File: config.mk
export PLATFORM = sky130hd
export DESIGN_NAME = drf_regfile
export DESIGN_NICKNAME = d
export VERILOG_FILES = /design/src/common/drf_pkg.sv /design/src/rtl/drf_bank.sv /design/src/rtl/drf_regfile.sv
export VERILOG_INCLUDE_DIRS = /design/src /design/src/common
export SDC_FILE = /design/constraint.sdc
export NUM_CORES = 1
export LEC_CHECK = 0
export BUFFER_PORTS_ARGS = -buffer_cell sky130_fd_sc_hd__buf_2
export CORE_MARGIN = 2
export CORE_UTILIZATION = 50
export DETAILED_ROUTE_END_ITERATION = 12
export HOLD_SLACK_MARGIN = 0.05
export PLACE_DENSITY = 0.76
export SLEW_MARGIN = 25
export SYNTH_ARGS = -nofsm -noshare
export SYNTH_HDL_FRONTEND = slang
export SYNTH_HIERARCHICAL = 1
export SYNTH_SLANG_ARGS = --single-unit
File: constraint.sdc
create_clock -name mclk -period 1.6 [get_ports mclk]
set_input_delay 0.32 -clock mclk [delete_from_list [all_inputs] [get_ports mclk]]
set_output_delay 0.32 -clock mclk [all_outputs]
set_load 0.01 [all_outputs]
File: src/common/drf_cfg.svh
// Constants for the dual bank CPU register file
`ifndef DRF_CFG_SVH
`define DRF_CFG_SVH
`define DRF_GP_NUM 6
`define DRF_PAIR_NUM 3
`define DRF_BYTE_RST 8'h00
`define DRF_WORD_RST 16'h0000
`define DRF_STACK_RST 16'hFFFF
`define DRF_REFRESH_LOW_MSB 6
`define DRF_REFRESH_INC 7'h01
`define DRF_ADDR_BYTE_MSB 15
`define DRF_ADDR_BYTE_LSB 8
`endif

File: src/common/drf_pkg.sv
// Types for the dual bank CPU register file
package drf_pkg;
    // Byte register selector within a bank
    typedef enum logic [2:0] {
        DRF_GP_B0 = 3'b000,
        DRF_GP_B1 = 3'b001,
        DRF_GP_B2 = 3'b010,
        DRF_GP_B3 = 3'b011,
        DRF_GP_B4 = 3'b100,
        DRF_GP_B5 = 3'b101
    } drf_gp_sel_t;
    // Pair selector, first byte high, second low
    typedef enum logic [1:0] {
        DRF_PAIR_01 = 2'b00,
        DRF_PAIR_23 = 2'b01,
        DRF_PAIR_45 = 2'b10
    } drf_pair_sel_t;
    // Dedicated 16-bit word selector
    typedef enum logic [1:0] {
        DRF_W_IDX1 = 2'b00,
        DRF_W_IDX2 = 2'b01,
        DRF_W_STACK = 2'b10,
        DRF_W_FETCH = 2'b11
    } drf_word_sel_t;
endpackage

File: src/rtl/drf_bank.sv
// One bank: accumulator, flags, six general purpose bytes
`timescale 1ns/100ps
`include "drf_cfg.svh"
module drf_bank
    import drf_pkg::*;
(
    input wire logic mclk, // System clock
    input wire logic nrst, // Async reset, active low
    input wire logic acc_we, // Accumulator write
    input wire logic [7:0] acc_wdata, // Accumulator data
    input wire logic flg_we, // Flag write
    input wire logic [7:0] flg_wdata, // Flag data
    input wire logic [5:0] gp_we, // Per byte write enables
    input wire logic [47:0] gp_wdata, // Per byte write data
    output logic [7:0] acc, // Accumulator value
    output logic [7:0] flg, // Flag value
    output logic [47:0] gp // All six bytes, byte 0 lowest
);
    always_ff @(posedge mclk or negedge nrst) begin
        if (!nrst) begin
            acc <= `DRF_BYTE_RST;
        end else if (acc_we) begin
            acc <= acc_wdata;
        end
    end

    always_ff @(posedge mclk or negedge nrst) begin
        if (!nrst) begin
            flg <= `DRF_BYTE_RST;
        end else if (flg_we) begin
            flg <= flg_wdata;
        end
    end

    genvar gi;
    generate
        for (gi = 0; gi < `DRF_GP_NUM; gi++) begin : g_gp
            always_ff @(posedge mclk or negedge nrst) begin
                if (!nrst) begin
                    gp[gi*8 +: 8] <= `DRF_BYTE_RST;
                end else if (gp_we[gi]) begin
                    gp[gi*8 +: 8] <= gp_wdata[gi*8 +: 8];
                end
            end
        end
    endgenerate
endmodule // drf_bank

File: src/rtl/drf_regfile.sv
// Dual bank programmer visible register file of an 8-bit CPU
// What this block does
// - Six general bytes per bank, each alone or in fixed 16-bit pairs.
// - Main and alternate banks; exchange picks visible one, other kept.
// - Each bank has own accumulator, flags and six general bytes.
// - Accumulator is 8 bits, holds operand or receives result.
// - Bytes 0 and 1 form one 16-bit pair.
// - Bytes 2 and 3 form one 16-bit pair.
// - Six dedicated registers: vector base, refresh, two index, stack, fetch.
// - Two interrupt status flip-flops plus two interrupt mode flip-flops.
// - Bytes 4 and 5 form one 16-bit pair.
// - First named byte of a pair is high, second is low.
// - Refresh 8 bits, low seven auto increment, all eight on address.
// - Vector base supplies upper eight address bits for vectored interrupts.
//
// Our own choices: the address map and strobed register access.
`timescale 1ns/100ps
`include "drf_cfg.svh"
module drf_regfile
    import drf_pkg::*;
(
    input wire logic mclk, // 50 MHz CPU clock
    input wire logic nrst, // Async reset, active low
    input wire logic xchg_af, // Pulse: swap accumulator/flag bank
    input wire logic xchg_gp, // Pulse: swap general register bank
    input wire logic acc_we, // Visible accumulator write
    input wire logic [7:0] acc_wdata, // Accumulator write data
    input wire logic flg_we, // Visible flag write
    input wire logic [7:0] flg_wdata, // Flag write data
    input wire logic byte_we, // Visible general byte write
    input wire drf_gp_sel_t byte_wsel, // Byte write select
    input wire logic [7:0] byte_wdata, // Byte write data
    input wire logic pair_we, // Visible pair write
    input wire drf_pair_sel_t pair_wsel, // Pair write select
    input wire logic [15:0] pair_wdata, // Pair write data
    input wire drf_gp_sel_t byte_rsel, // Byte read select
    input wire drf_pair_sel_t pair_rsel, // Pair read select
    input wire logic word_we, // Dedicated word write
    input wire drf_word_sel_t word_wsel, // Word write select
    input wire logic [15:0] word_wdata, // Word write data
    input wire drf_word_sel_t word_rsel, // Word read select
    input wire logic vec_we, // Vector base write
    input wire logic [7:0] vec_wdata, // Vector base data
    input wire logic rfsh_we, // Refresh counter write
    input wire logic [7:0] rfsh_wdata, // Refresh write data
    input wire logic rfsh_inc, // Pulse: fetch done, bump refresh
    input wire logic [7:0] vec_low, // Vector byte from peripheral
    input wire logic iff_we, // Write both status flip-flops
    input wire logic iff_wdata, // Value for both
    input wire logic iff_nmi, // Accept non-maskable: save then clear
    input wire logic iff_restore, // Copy saved back to accept
    input wire logic im_we, // Interrupt mode write
    input wire logic [1:0] im_wdata, // Mode value, bit1 hi bit0 lo
    output logic [7:0] acc, // Visible accumulator
    output logic [7:0] flg, // Visible flags
    output logic [7:0] byte_rdata, // Selected visible byte
    output logic [15:0] pair_rdata, // Selected visible pair
    output logic [15:0] word_rdata, // Selected dedicated word
    output logic [7:0] vec_base, // Vector base register
    output logic [7:0] rfsh_cnt, // Refresh counter
    output logic [15:0] rfsh_addr, // Refresh address bus value
    output logic [15:0] vec_addr, // Vectored interrupt table address
    output logic int_accept_flag, // Maskable interrupt enabled
    output logic int_saved_flag, // Saved enable copy
    output logic int_mode_bit_lo, // Mode flip-flop low
    output logic int_mode_bit_hi, // Mode flip-flop high
    output logic af_bank, // Acc/flag bank in use
    output logic gp_bank // General bank in use
);
    logic af_bank_r;
    logic gp_bank_r;
    logic [15:0] first_index_reg_r;
    logic [15:0] second_index_reg_r;
    logic [15:0] stack_top_ptr_r;
    logic [15:0] next_fetch_addr_r;
    logic [7:0] vec_base_r;
    logic [7:0] rfsh_r;
    logic [6:0] rfsh_low_nxt;
    logic int_accept_flag_r;
    logic int_saved_flag_r;
    logic [1:0] im_r;
    logic [7:0] acc_b [2];
    logic [7:0] flg_b [2];
    logic [47:0] gp_b [2];
    logic [47:0] gp_vis;
    logic [5:0] gp_we_vis;
    logic [47:0] gp_wd;

    // Byte write enable vector for one pair index
    function automatic logic [5:0] pair_mask(input drf_pair_sel_t p);
        pair_mask = 6'h03 << {p, 1'b0};
    endfunction

    // Bank flags only toggle: the swap renames, no data moves
    always_ff @(posedge mclk or negedge nrst) begin
        if (!nrst) begin
            af_bank_r <= 1'b0;
            gp_bank_r <= 1'b0;
        end else begin
            af_bank_r <= af_bank_r ^ xchg_af;
            gp_bank_r <= gp_bank_r ^ xchg_gp;
        end
    end

    assign gp_we_vis = (byte_we ? (6'h01 << byte_wsel) : 6'h00) |
                       (pair_we ? pair_mask(pair_wsel) : 6'h00);

    // Pair high byte is the lower numbered byte
    genvar pi;
    generate
        for (pi = 0; pi < `DRF_PAIR_NUM; pi++) begin : g_wd
            wire pair_hit = pair_we && (pair_wsel == drf_pair_sel_t'(pi));
            assign gp_wd[pi*16 +: 8] = pair_hit ? pair_wdata[15:8]
                                                : byte_wdata;
            assign gp_wd[pi*16+8 +: 8] = pair_hit ? pair_wdata[7:0]
                                                  : byte_wdata;
        end
    endgenerate

    // Writes only reach the visible bank, so the hidden one is untouched
    genvar bi;
    generate
        for (bi = 0; bi < 2; bi++) begin : g_bank
            wire af_sel = (af_bank_r == bi[0]);
            wire gp_sel = (gp_bank_r == bi[0]);
            drf_bank u_bank (
                .mclk(mclk),
                .nrst(nrst),
                .acc_we(acc_we && af_sel),
                .acc_wdata(acc_wdata),
                .flg_we(flg_we && af_sel),
                .flg_wdata(flg_wdata),
                .gp_we(gp_sel ? gp_we_vis : 6'h00),
                .gp_wdata(gp_wd),
                .acc(acc_b[bi]),
                .flg(flg_b[bi]),
                .gp(gp_b[bi])
            );
        end
    endgenerate

    assign acc = acc_b[af_bank_r];
    assign flg = flg_b[af_bank_r];
    assign gp_vis = gp_b[gp_bank_r];
    assign byte_rdata = gp_vis[byte_rsel*8 +: 8];
    assign pair_rdata = {gp_vis[pair_rsel*16 +: 8],
                         gp_vis[pair_rsel*16+8 +: 8]};
    assign af_bank = af_bank_r;
    assign gp_bank = gp_bank_r;

    always_ff @(posedge mclk or negedge nrst) begin
        if (!nrst) begin
            first_index_reg_r <= `DRF_WORD_RST;
            second_index_reg_r <= `DRF_WORD_RST;
            stack_top_ptr_r <= `DRF_STACK_RST;
            next_fetch_addr_r <= `DRF_WORD_RST;
        end else if (word_we) begin
            unique case (word_wsel)
                DRF_W_IDX1: first_index_reg_r <= word_wdata;
                DRF_W_IDX2: second_index_reg_r <= word_wdata;
                DRF_W_STACK: stack_top_ptr_r <= word_wdata;
                DRF_W_FETCH: next_fetch_addr_r <= word_wdata;
            endcase
        end
    end

    always_comb begin
        unique case (word_rsel)
            DRF_W_IDX1: word_rdata = first_index_reg_r;
            DRF_W_IDX2: word_rdata = second_index_reg_r;
            DRF_W_STACK: word_rdata = stack_top_ptr_r;
            DRF_W_FETCH: word_rdata = next_fetch_addr_r;
        endcase
    end

    // Bit 7 of refresh is software-only; increment wraps the low seven
    assign rfsh_low_nxt = rfsh_r[`DRF_REFRESH_LOW_MSB:0] + `DRF_REFRESH_INC;

    always_ff @(posedge mclk or negedge nrst) begin
        if (!nrst) begin
            vec_base_r <= `DRF_BYTE_RST;
            rfsh_r <= `DRF_BYTE_RST;
        end else begin
            if (vec_we) begin
                vec_base_r <= vec_wdata;
            end
            // Software write wins over the fetch increment
            if (rfsh_we) begin
                rfsh_r <= rfsh_wdata;
            end else if (rfsh_inc) begin
                rfsh_r <= {rfsh_r[7], rfsh_low_nxt};
            end
        end
    end

    assign vec_base = vec_base_r;
    assign rfsh_cnt = rfsh_r;
    assign rfsh_addr = {vec_base_r, rfsh_r};
    assign vec_addr = {vec_base_r, vec_low};

    always_ff @(posedge mclk or negedge nrst) begin
        if (!nrst) begin
            int_accept_flag_r <= 1'b0;
            int_saved_flag_r <= 1'b0;
            im_r <= 2'b00;
        end else begin
            if (iff_nmi) begin
                int_accept_flag_r <= 1'b0;
                int_saved_flag_r <= int_accept_flag_r;
            end else if (iff_we) begin
                int_accept_flag_r <= iff_wdata;
                int_saved_flag_r <= iff_wdata;
            end else if (iff_restore) begin
                int_accept_flag_r <= int_saved_flag_r;
            end
            if (im_we) begin
                im_r <= im_wdata;
            end
        end
    end

    assign int_accept_flag = int_accept_flag_r;
    assign int_saved_flag = int_saved_flag_r;
    assign int_mode_bit_lo = im_r[0];
    assign int_mode_bit_hi = im_r[1];
endmodule // drf_regfile

# ---- After elaboration in Yosys (flattened, before gate mapping)
# Index checks and enable logic that the tools add are counted.
dict set report word_totals {
  reg_bits 214
  in_bits 113
  output_inout_bits 110
}
dict set report op_classes {
  addsub 2
  n_lt_le_gt_ge 2
  n_eq_ne 8
  shifts 5
  muxes 27
  bitwise 6
  n_reduce_logical 17
}
# operator n
set ops {}
lappend ops {{$mux 48} 3}
lappend ops {{$mux 8} 13}
lappend ops {{$shiftx 48x7->8} 2}
lappend ops {{$pmux 16 s4} 1}
lappend ops {{$shiftx 48x8->8} 1}
lappend ops {{$mux 6} 4}
lappend ops {{$eq 2x2->1 const B} 5}
lappend ops {{$reduce_and 2->1} 4}
lappend ops {{$add 6x4->7 const B} 1}
lappend ops {{$add 7x1->7 const B} 1}
lappend ops {{$logic_and 1x1->1} 7}
lappend ops {{$mux 7} 1}
lappend ops {{$eq 2x1->1 const B} 3}
lappend ops {{$logic_not 2->1} 3}
lappend ops {{$or 6x6->6} 1}
lappend ops {{$shl 1x3->6 const A} 1}
lappend ops {{$shl 2x3->6 const A} 1}
lappend ops {{$mux 1} 5}
lappend ops {{$ge 2x2->1 const B} 2}
lappend ops {{$not 1->2} 2}
lappend ops {{$reduce_bool 2->1} 2}
lappend ops {{$reduce_bool 3->1} 1}
lappend ops {{$xor 1x1->1} 2}
lappend ops {{$not 1->1} 1}

# ---- Longest topological paths before layout
# Gate-level depths: netlist (run 1).
dict set report logic_depth {
  word_depth 5
  mapped_depth 7
}

# ---- Cells and area by module
# Netlist (run 1), hierarchy kept.
# mod n_inst cells_each area_per_inst_um2
set by_module_without_submodules {}
lappend by_module_without_submodules {drf_regfile 1 574 6438.7}
lappend by_module_without_submodules {drf_bank 2 136 2652.5}

# ---- Worst setup path before layout (run 1)
# Ideal clock, no wire load.
dict set report synth_timing {
  path_type {flip-flop to flip-flop}
  startpoint {register gp_bank_r (netlist: gp_bank)}
  endpoint {register g_bank[1].u_bank.gp[10]}
  arrival_ns 1.712
  required_ns 1.475
  path_slack_ns -0.237
  path_stages_with_launch 8
  period_less_slack_ns 1.837
  path_cell_list {dfrtp_1 -> buf_6 -> buf_8 -> buf_4 -> buf_2 -> nor2b_1 -> buf_6 -> mux2_4}
}
dict set report synth_via {
  elab_chain_len 1
}
# element line_no
set synth_rtl {}
lappend synth_rtl {{from (decl)} drf_regfile.sv:71} ;# logic gp_bank_r;
lappend synth_rtl {{from (signal assigned)} drf_regfile.sv:101} ;# gp_bank_r <= gp_bank_r ^ xchg_gp;
lappend synth_rtl {{$mux 6} drf_regfile.sv:133} ;# .gp_we(gp_sel ? gp_we_vis : 6'h00),
lappend synth_rtl {{to (signal, indexed assignment)} drf_bank.sv:40} ;# gp[gi*8 +: 8] <= `DRF_BYTE_RST;
lappend synth_rtl {{to (signal, indexed assignment)} drf_bank.sv:42} ;# gp[gi*8 +: 8] <= gp_wdata[gi*8 +: 8];
lappend synth_rtl {{to (decl)} drf_bank.sv:17} ;# output logic [47:0] gp
# No other way between the ends.
# A chain may end at the register's enable or synchronous reset.

# ---- Worst setup path after layout (run 1)
dict set report layout_timing {
  startpoint {register gp_bank_r (netlist: gp_bank)}
  endpoint {output port pair_rdata[11]}
}
dict set report layout_via {
  elab_chain_len 5
}
# element line_no
set layout_rtl {}
lappend layout_rtl {{$not 1->2 (implied by the code)} drf_regfile.sv:144} ;# assign gp_vis = gp_b[gp_bank_r];
lappend layout_rtl {{$mux 48 (implied by the code) (3 in a row)} drf_regfile.sv:144}
lappend layout_rtl {{$shiftx 48x7->8} drf_regfile.sv:146} ;# assign pair_rdata = {gp_vis[pair_rsel*16 +: 8],
lappend layout_rtl {{to (decl)} drf_regfile.sv:57} ;# output logic [15:0] pair_rdata,
# No other way between the ends. The select of a mux whose other input is x is not followed.

==> key figures, run 1 <==
Routing
  – Antenna-violating nets left: 0
  – Vias per cell: 5.45
  – DRC violations left: 0
  – Iter 0 DRT Violations: 340
  – Routed vias: 8282
  – Drt total wl: 30700 um
  – Drt pass-1 iters: 5
  – Wirelength per Cell: 20.2 um

Logic synthesis
  – Yosys top cell area share: 0.422
  – Yosys warns: 6
  – Mapped Cells: 846
  – Cell area after synthesis: 11700 um2
  – Synth area leaders: dfrtp_1 (42%), mux2_4 (16%), mux2_2 (8.7%)
  – Asr flop ratio synth: 1.00
  – Top FF cell, synth: dfrtp_1
  – Area leader, netlist: dfrtp_1
  – Average instance area after synthesis: 13.9 um2
  – EDFF count, synth: 0
  – Sequential share of the synthesized area: 0.458
  – Netlist cell types: 46
  – Synth Register Bits: 214
  – Syn_nets: 960

Global routing
  – Global-route wire length before repair: 46300 um
  – Initial antenna violation count: 0
  – Vias in the first global route: 8547
  – Grt total ovfl: 0
  – Tot GR Track Use: 0.244
  – Pin count of the biggest net entering global routing: 57

STA
  – Final setup vio count: 87
  – Skew final: 18.7 ps
  – Worst hold margin: 62.5 ps
  – RSZ-0062 raised after global routing: true
  – Worst setup margin: -784 ps
  – Final slew viol count: 0
  – Period utilisation layout: 1.49
  – Slew HR: 0.536
  – Setup TNS: -27120 ps
  – Fmax: 0.419 GHz
  – Worst slew pin tran: 695 ps
  – Crit path time final: 2380 ps
  – Final Hold Vio Count: 0

Setup path
  – R2R Setup Slk: -90 ps
  – Crit path depth: 7
  – Critical Path, Cell by Cell: buf_12, buf_4, buf_16, mux4_2, inv_2, o22ai_2, buf_2
  – Crit-path max FO: 8
  – R2R depth: 7
  – Worst reg2reg endpoint: g_bank[0].u_bank/gp[34]$_DFFE_PN0P_
  – Worst setup path class: reg -> out
  – Critical path's top delay family: buffers and inverters
  – CP arrival: 2060 ps
  – CP Buf/Inv Count: 5
  – Worst path max stage delay: 500 ps
  – Slowest cell on crit path: mux4_2
  – Origin of the critical flop-to-flop path: gp_bank$_DFF_PN0_
  – Crit path capture type: output pin
  – Startpoint types: flip-flop
  – Req. time, crit path: 1280 ps

Clock network
  – Clock root buffer: clkbuf_16
  – Clock buffer depth: 3
  – CTS Sinks: 214
  – CTS tree: yes
  – Skew-Pair Late Insertion Delay: 520 ps
  – Clock transition at path regs: 60 ps
  – TritonCTS buffer count: 24
  – H-tree depth: 1

Layout
  – Layout cells sized above 1: 0.632
  – Layout Nets: 1296
  – Area of the multi-input gates: 5960 um2
  – N_diodes: 0
  – Fill cells: 1593
  – FF+latch area: 5380 um2
  – Non-filler instance count after layout: 1519
  – Layout area overhead: 34.9%
  – Final Cell Area: 15800 um2

Place
  – Dpl hpwl: 21000 um
  – Routability Congestion: 0.902
  – Post-DP Area: 13700 um2
  – Dpl cells: 1408
  – Port Buffers: 206

Floorplan
  – Die ar.: 24700 um2
  – Die Y: 157 um
  – Num rows: 56
  – CORE AREA: 23300 um2
  – I/O Pins: 223
  – Die X: 157 um
  – Initial Utilization: 0.505

Min path
  – Worst hold path stage count: 3
  – Worst Hold End: int_accept_flag$_DFFE_PN0P_
  – Worst Hold Class: in -> reg
  – Hold_sp: iff_wdata

Run status
  – Failing checks: negative setup slack
  – Outcome: finished, violations left

Run
  – Max cap viols: 0

Pwr
  – Pleak: 0.00746 uW
  – Max IR drop VDD: 1330 uV
  – Total power draw: 28100 uW
  – Pwr dens: 1770 nW/um2
-- layout by cell type (no fill, tap or decap), types with 5 or more instances in the layout --
master / Yosys / final
dfrtp_1: 198 / 196
buf_2: 12 / 166
mux2_4: 128 / 144
nand2_1: 128 / 128
buf_4: 34 / 107
mux2_2: 91 / 75
buf_6: 22 / 61
mux4_2: 40 / 42
dlygate4sd3_1: 0 / 36
clkbuf_16: 0 / 25
inv_2: 0 / 23
buf_12: 2 / 19
dfstp_2: 16 / 16
mux2i_1: 19 / 15
mux4_1: 13 / 11
o22ai_2: 0 / 10
o21ai_0: 11 / 8
a22oi_2: 0 / 7
o21ai_2: 0 / 7
nor2b_4: 0 / 7
clkbuf_1: 11 / 7
clkbuf_8: 1 / 7
nor2_4: 0 / 6
o22ai_4: 0 / 5
xor2_1: 5 / 5
-- worst register-to-register path, delay by kind of cell (launching register included) --
family        cells  cell delay (ps)
buf+inv           5              720
flops             1              410
mux               1              310
simple gates      1              140
-- flip-flops by register name, indices dropped and copies added (netlist names) --
| name | flops |
|---|---|
| int_saved_flag | 1 |
| g_bank.u_bank/gp | 96 |
| rfsh_cnt | 8 |
| stack_top_ptr_r | 16 |
| vec_base | 8 |
| g_bank.u_bank/acc | 16 |
| second_index_reg_r | 16 |
| next_fetch_addr_r | 16 |
| af_bank | 1 |
| first_index_reg_r | 16 |
| g_bank.u_bank/flg | 16 |
| im_r | 2 |
| gp_bank | 1 |
| int_accept_flag | 1 |
-- area by class of cell --
| class | count | area share |
|---|---|---|
| tap | 319 | 0.0252 |
| timing repair buffer | 395 | 0.200 |
| clock inverter | 7 | 0.00766 |
| multi-input combinational | 521 | 0.376 |
| clock buffer | 37 | 0.0448 |
| inverter | 26 | 0.00632 |
| sequential | 214 | 0.339 |
-- cell families after synthesis --
family,after synthesis,share of synthesized area
muxes,295,0.380
buffers and inverters,111,0.0664
and+or+nand+nor,171,0.0652
adders and majority gates,1,0.00107
xor gates and xnor gates,6,0.00447
DFF,214,0.458
AOI/OAI and AO/OA,48,0.0249
-- stage by stage --
stage	util	setup WS, ps
after floorplan	-	-90.0
after global placement	0.587	-584
after detailed placement	0.587	-641
after CTS	0.665	-822
after global routing	0.681	-858
final	0.681	-784
-- power by group --
group,switching (uW),internal [uW]
combinational,4930,8480
sequential,1450,7510
clock,2200,3530
total,8580,19500
-- cells in the mapped netlist, types with 8 or more instances --
cell type	number
inv_1	26
nor2b_1	9
nand2_1	128
dfrtp_1	198
mux4_1	13
mux4_2	40
nor2_1	10
dfstp_2	16
a22oi_1	8
buf_6	22
o22ai_1	16
mux2i_1	19
mux2_4	128
clkbuf_1	11
buf_2	12
o21ai_0	11
mux2_2	91
buf_4	34
-- worst max path at each step --
stage	start	end	slack [ps]
4_1_cts	gp_bank$_DFF_PN0_	byte_rdata[1]	-820
2_1_floorplan	gp_bank$_DFF_PN0_	g_bank[1].u_bank/gp[10]$_DFFE_PN0P_	-90
5_1_grt	gp_bank$_DFF_PN0_	byte_rdata[1]	-860
3_3_place_gp	byte_rsel[1]	byte_rdata[0]	-580
6_report	gp_bank$_DFF_PN0_	pair_rdata[11]	-780
3_5_place_dp	byte_rsel[1]	byte_rdata[0]	-640
-- what timing repair did --
item	in CTS	in global routing
hold buffers	36	0
pin swaps	4	6
gates resized for setup	98	72
gates cloned	3	1
buffers inserted	21	8
endpoints found under the hold margin	106	0
endpoints found under the setup margin	94	134
-- metal layers --
layer	GRT usage	vias to the layer above	routed length, um
met5	0	-	0
met4	0.0697	0	767
met3	0.0441	54	2050
met2	0.418	317	15300
met1	0.318	4225	12600
li1	-	3686	-
Note: power is estimated with default switching activity, not from simulation.
==> run 2: changes to the inputs <==
Settings changed: SKIP_CTS_REPAIR_TIMING set to 1.
==> key figures, run 2 (synthesized netlist as in run 1, its figures left out) <==
Run status
  – Outcome: finished, violations left
  – Failing checks: negative setup slack

Pwr
  – Internal power: 19000 uW
  – Switch Pwr: 8130 uW
  – Pleak: 0.00733 uW
  – Pwr dens: 1760 nW/um2
  – Combinational power share: 0.459
  – Max IR drop VDD: 1270 uV
  – Clock power share: 0.210
  – Sw Ratio: 0.300
  – Sequential power share: 0.331

Layout
  – Fill cells: 1665
  – Max reg flops: 96
  – Most frequent cells in the layout: dfrtp_1 (196), buf_2 (175), mux2_4 (144), nand2_1 (128), buf_4 (110)
  – Layout area overhead: 31.1%
  – Fin util: 0.662
  – Top reg by flops: g_bank.u_bank/gp
  – N_diodes: 0
  – Layout Nets: 1277
  – Layout cells sized above 1: 0.619
  – Area of the multi-input gates: 5820 um2
  – FF+latch area: 5380 um2
  – Commonest non-fill, non-tap cell in the layout: dfrtp_1
  – Final Cell Area: 15400 um2

STA
  – Period utilisation layout: 1.53
  – Fmax: 0.410 GHz
  – Worst setup margin: -841 ps
  – Final Hold Vio Count: 0
  – Final slew viol count: 0
  – Worst slew pin tran: 687 ps
  – Crit path time final: 2440 ps
  – Skew final: 17.5 ps
  – Final setup vio count: 74
  – RSZ-0062 raised after global routing: true
  – Slew HR: 0.542

Routing
  – Drt pass-1 iters: 4
  – Vias per cell: 5.34
  – Antenna-violating nets left: 0
  – Wirelength per Cell: 19.8 um
  – Drt total wl: 29700 um
  – Routed vias: 8016
  – Iter 0 DRT Violations: 347
  – DRC violations left: 0

Setup path
  – Crit-path max FO: 7
  – Worst setup path class: reg -> out
  – Critical path's most frequent cell: buf_12
  – Startpoint types: flip-flop
  – R2R Setup Slk: -100 ps
  – Crit path capture type: output pin
  – Worst path max stage delay: 560 ps
  – Slowest cell on crit path: mux4_2
  – CP arrival: 2120 ps
  – Req. time, crit path: 1280 ps
  – Critical Path, Cell by Cell: buf_12, buf_12, mux4_2, inv_2, o22ai_2, buf_2

Clock network
  – Clock buffer depth: 3
  – Clock transition at path regs: 60 ps
  – CTS Sinks: 214
  – TritonCTS buffer count: 24
  – Skew-Pair Late Insertion Delay: 520 ps
  – CTS tree: yes
  – Clock root buffer: clkbuf_16
  – H-tree depth: 1

Global routing
  – Pin count of the biggest net entering global routing: 57
  – Tot GR Track Use: 0.228
  – Grt total ovfl: 0
  – Vias in the first global route: 8030
  – Global-route wire length before repair: 43700 um
  – Initial antenna violation count: 1

Floorplan
  – Initial Utilization: 0.505
  – Num rows: 56
  – Die Y: 157 um
  – I/O Pins: 223
  – Die X: 157 um
  – CORE AREA: 23300 um2
  – Die ar.: 24700 um2

Run
  – Max cap viols: 0

Place
  – Routability Congestion: 0.902
  – Post-DP Area: 13700 um2
  – Port Buffers: 206
  – Dpl hpwl: 21000 um

Min path
  – Worst Hold Class: in -> reg
run 2: stage by stage:
step / hold WS [ps] / power, uW / TNS (ps) / setup slack (ps) / instances
after global routing: 48.7 / 28500 / -31260 / -901 / 1500
after detailed placement: 254 / 19600 / -21380 / -641 / 1408
after CTS: -293 / 25400 / -30810 / -935 / 1452
after global placement: 252 / 19200 / -17770 / -584 / 1408
after floorplan: 24.4 / 15900 / -8690 / -90.0 / 846
final: 44.5 / 27100 / -27330 / -841 / 1500
run 2: area by class of cell:
class / count / share of cell area
timing repair buffer: 376 / 0.186
clock buffer: 37 / 0.0461
inverter: 26 / 0.00634
clock inverter: 7 / 0.00788
sequential: 214 / 0.349
multi-input combinational: 521 / 0.378
tap: 319 / 0.0259
run 2: power by group through the flow:
stage / registers, uW / logic, uW / clock network (uW)
after global routing: 9190 / 13200 / 6090
after global placement: 8850 / 10400 / 0
after CTS: 8900 / 10700 / 5820
final: 8970 / 12400 / 5700
after floorplan: 8510 / 7350 / 0
after detailed placement: 8930 / 10600 / 0
run 2: final timing paths:
check / cells after the start / to / start
min: 2 / vec_base[6]$_DFFE_PN0P_ / vec_wdata[6]
max: 6 / pair_rdata[7] / gp_bank$_DFF_PN0_
min reg2reg: 1 / first_index_reg_r[6]$_DFFE_PN0P_ / first_index_reg_r[6]$_DFFE_PN0P_
max reg2reg: 7 / g_bank[1].u_bank/gp[42]$_DFFE_PN0P_ / gp_bank$_DFF_PN0_
max in group asynchronous: 3 / stack_top_ptr_r[7]$_DFFE_PN1P_ / nrst
min in group asynchronous: 2 / first_index_reg_r[15]$_DFFE_PN0P_ / nrst
run 2: worst max-delay path: cells and delay by family, from the launching register on:
kind	cells	cell delay, ps
compound gates	1	80
buf+inv	4	510
flops	1	460
mux	1	560
run 2: metal layers:
layer  vias to the layer above  part of all wire  GRT usage
met3                        37             0.068     0.0413
met2                       258              0.50      0.386
met5                         -                 0          0
met1                      4076              0.42      0.308
met4                         0             0.016     0.0532
li1                       3645                 -          -
==> run 3: changes to the inputs <==
Settings changed: CTS_BUF_LIST set to sky130_fd_sc_hd__clkbuf_8, PLACE_DENSITY 0.76 to unset, PLACE_DENSITY_LB_ADDON set to 0.1, SYNTH_HIERARCHICAL 1 to unset.
==> key figures, run 3 <==
Routing
  – Drt pass-1 iters: 5
  – Met2 Routed Length: 15900 um
  – Top sig layer: met4
  – Wirelength per Cell: 21.3 um
  – DRT met1 WL: 14700 um
  – Antenna-violating nets left: 0
  – DRC violations left: 0
  – Vias per cell: 5.74
  – Routed vias: 9276
  – Routed length on met3: 3090 um
  – Iter 0 DRT Violations: 707
  – Drt total wl: 34400 um

STA
  – Worst hold margin: 70.2 ps
  – Final setup vio count: 154
  – Worst setup margin: -737 ps
  – Crit path time final: 2340 ps
  – Fmax: 0.428 GHz
  – Period utilisation layout: 1.46
  – RSZ-0062 raised after global routing: true
  – Final Hold Vio Count: 0
  – Slew HR: 0.672
  – Skew final: 25.4 ps
  – Final slew viol count: 0
  – Setup TNS: -39780 ps
  – Worst slew pin tran: 492 ps

Logic synthesis
  – Yosys warns: 0
  – Syn_nets: 1062
  – Area leader, netlist: dfrtp_1
  – Sequential share of the synthesized area: 0.469
  – Asr flop ratio synth: 1.00
  – Top FF cell, synth: dfrtp_1
  – Mapped Cells: 948
  – Netlist cell types: 55
  – EDFF count, synth: 0
  – Yosys top cell area share: 0.432
  – Synth Register Bits: 214
  – Average instance area after synthesis: 12.1 um2
  – Most frequent cells after synthesis: dfrtp_1 (198), mux2_2 (124), inv_1 (113)
  – Top-count cell post-synth: dfrtp_1
  – Cell area after synthesis: 11500 um2
  – Synth area leaders: dfrtp_1 (43%), mux2_2 (12%), mux4_2 (11%)

Setup path
  – Critical Path, Cell by Cell: buf_12, mux4_2, inv_2, o22ai_2, buf_2
  – CP arrival: 2020 ps
  – Crit path capture type: output pin
  – Startpoint types: flip-flop
  – Slowest cell on crit path: mux4_2
  – Req. time, crit path: 1280 ps
  – R2R depth: 8
  – Worst reg2reg endpoint: g_bank[0].u_bank.gp[43]$_DFFE_PN0P_
  – Origin of the critical flop-to-flop path: gp_bank$_DFF_PN0_
  – Worst path max stage delay: 510 ps
  – Crit-path max FO: 11
  – Worst setup path class: reg -> out
  – R2R Setup Slk: -270 ps

Floorplan
  – Die X: 155 um
  – Num rows: 55
  – Die Y: 155 um
  – I/O Pins: 223
  – CORE AREA: 22600 um2
  – Initial Utilization: 0.508
  – Die ar.: 24200 um2

Layout
  – FF+latch area: 5380 um2
  – Non-filler instance count after layout: 1617
  – Layout area overhead: 37.2%
  – Layout Nets: 1415
  – Area of the multi-input gates: 5430 um2
  – Top reg by flops: g_bank.u_bank.gp
  – Most frequent cells in the layout: dfrtp_1 (196), buf_2 (177), buf_4 (116), inv_1 (110), mux2_2 (108)
  – Fill cells: 1681
  – Max reg flops: 96
  – Layout cells sized above 1: 0.532
  – Commonest non-fill, non-tap cell in the layout: dfrtp_1

Place
  – Routability Congestion: 0.858
  – Dpl hpwl: 22800 um
  – Dpl cells: 1488
  – Port Buffers: 206

Pwr
  – Clock power share: 0.212
  – Total power draw: 26100 uW
  – Combinational power share: 0.449
  – Sequential power share: 0.339
  – Pleak: 0.00716 uW
  – Max IR drop VDD: 811 uV
  – Sw Ratio: 0.330
  – Internal power: 17500 uW
  – Pwr dens: 1660 nW/um2
  – Switch Pwr: 8620 uW

Clock network
  – Clock transition at path regs: 60 ps
  – H-tree depth: 2
  – CTS Sinks: 214
  – Clock root buffer: clkbuf_8
  – Clock buffer depth: 3
  – Skew-Pair Late Insertion Delay: 540 ps
  – TritonCTS buffer count: 39
  – CTS tree: yes

Global routing
  – Pin count of the biggest net entering global routing: 46
  – Initial antenna violation count: 1
  – Global-route wire length before repair: 50700 um
  – Grt total ovfl: 0
  – Vias in the first global route: 8996
  – Tot GR Track Use: 0.273

Run status
  – Failing checks: negative setup slack
  – Outcome: finished, violations left

Min path
  – Hold_sp: im_we
  – Worst hold path stage count: 2
  – Worst Hold End: im_r[1]$_DFFE_PN0P_
  – Worst Hold Class: in -> reg

Run
  – Max cap viols: 0
[run 3: cell type report]
class / instances / share of cell area
antenna: 2 / 0.000318
timing repair buffer: 404 / 0.209
clock inverter: 18 / 0.00835
multi-input combinational: 529 / 0.345
clock buffer: 52 / 0.0455
inverter: 113 / 0.0270
tap: 285 / 0.0227
sequential: 214 / 0.342
[run 3: power by group through the flow]
| stage | clock network, uW | logic, uW | registers (uW) |
|---|---|---|---|
| floorplan | 0 | 6590 | 8440 |
| global placement | 0 | 9770 | 8750 |
| detailed placement | 0 | 9950 | 8830 |
| CTS | 5630 | 9970 | 8760 |
| global route | 5910 | 12500 | 9100 |
| finish | 5520 | 11700 | 8850 |
[run 3: metrics by stage]
step | setup slack [ps] | cell area [um2] | utilization
2_1_floorplan | -89.9 | 11700 | -
3_3_place_gp | -336 | 13800 | 0.613
3_5_place_dp | -339 | 13800 | 0.613
4_1_cts | -790 | 14700 | 0.650
5_1_grt | -807 | 15700 | 0.697
6_report | -737 | 15700 | 0.697
[run 3: worst max-delay path by stage]
stage | startpoint | to | slack (ps)
after global routing | gp_bank$_DFF_PN0_ | pair_rdata[4] | -810
after global placement | byte_rsel[1] | byte_rdata[6] | -340
after floorplan | gp_bank$_DFF_PN0_ | pair_rdata[7] | -90
after CTS | gp_bank$_DFF_PN0_ | pair_rdata[6] | -790
final | gp_bank$_DFF_PN0_ | pair_rdata[6] | -740
after detailed placement | byte_rsel[0] | byte_rdata[1] | -340
[run 3: metal layers]
layer | up-vias | track usage
met5 | - | 0
met4 | 0 | 0.0751
met3 | 63 | 0.0596
met2 | 458 | 0.420
met1 | 4595 | 0.395
li1 | 4160 | -
[run 3: worst max-delay path, delay by kind of cell (launching register included)]
family / cells / cell delay (ps)
DFF: 1 / 470
buffers and inverters: 3 / 400
AOI/OAI and AO/OA: 1 / 90
muxes: 1 / 510
[run 3: cell families after synthesis]
| group | Yosys count | synth area share |
|---|---|---|
| multiplexers | 199 | 0.248 |
| adder cells (fa/ha/maj) | 1 | 0.00109 |
| AO/OA/AOI/OAI | 150 | 0.108 |
| XOR/XNOR | 6 | 0.00458 |
| flip-flops | 214 | 0.469 |
| AND/OR/NAND/NOR | 173 | 0.0781 |
| buffers and inverters | 205 | 0.0910 |
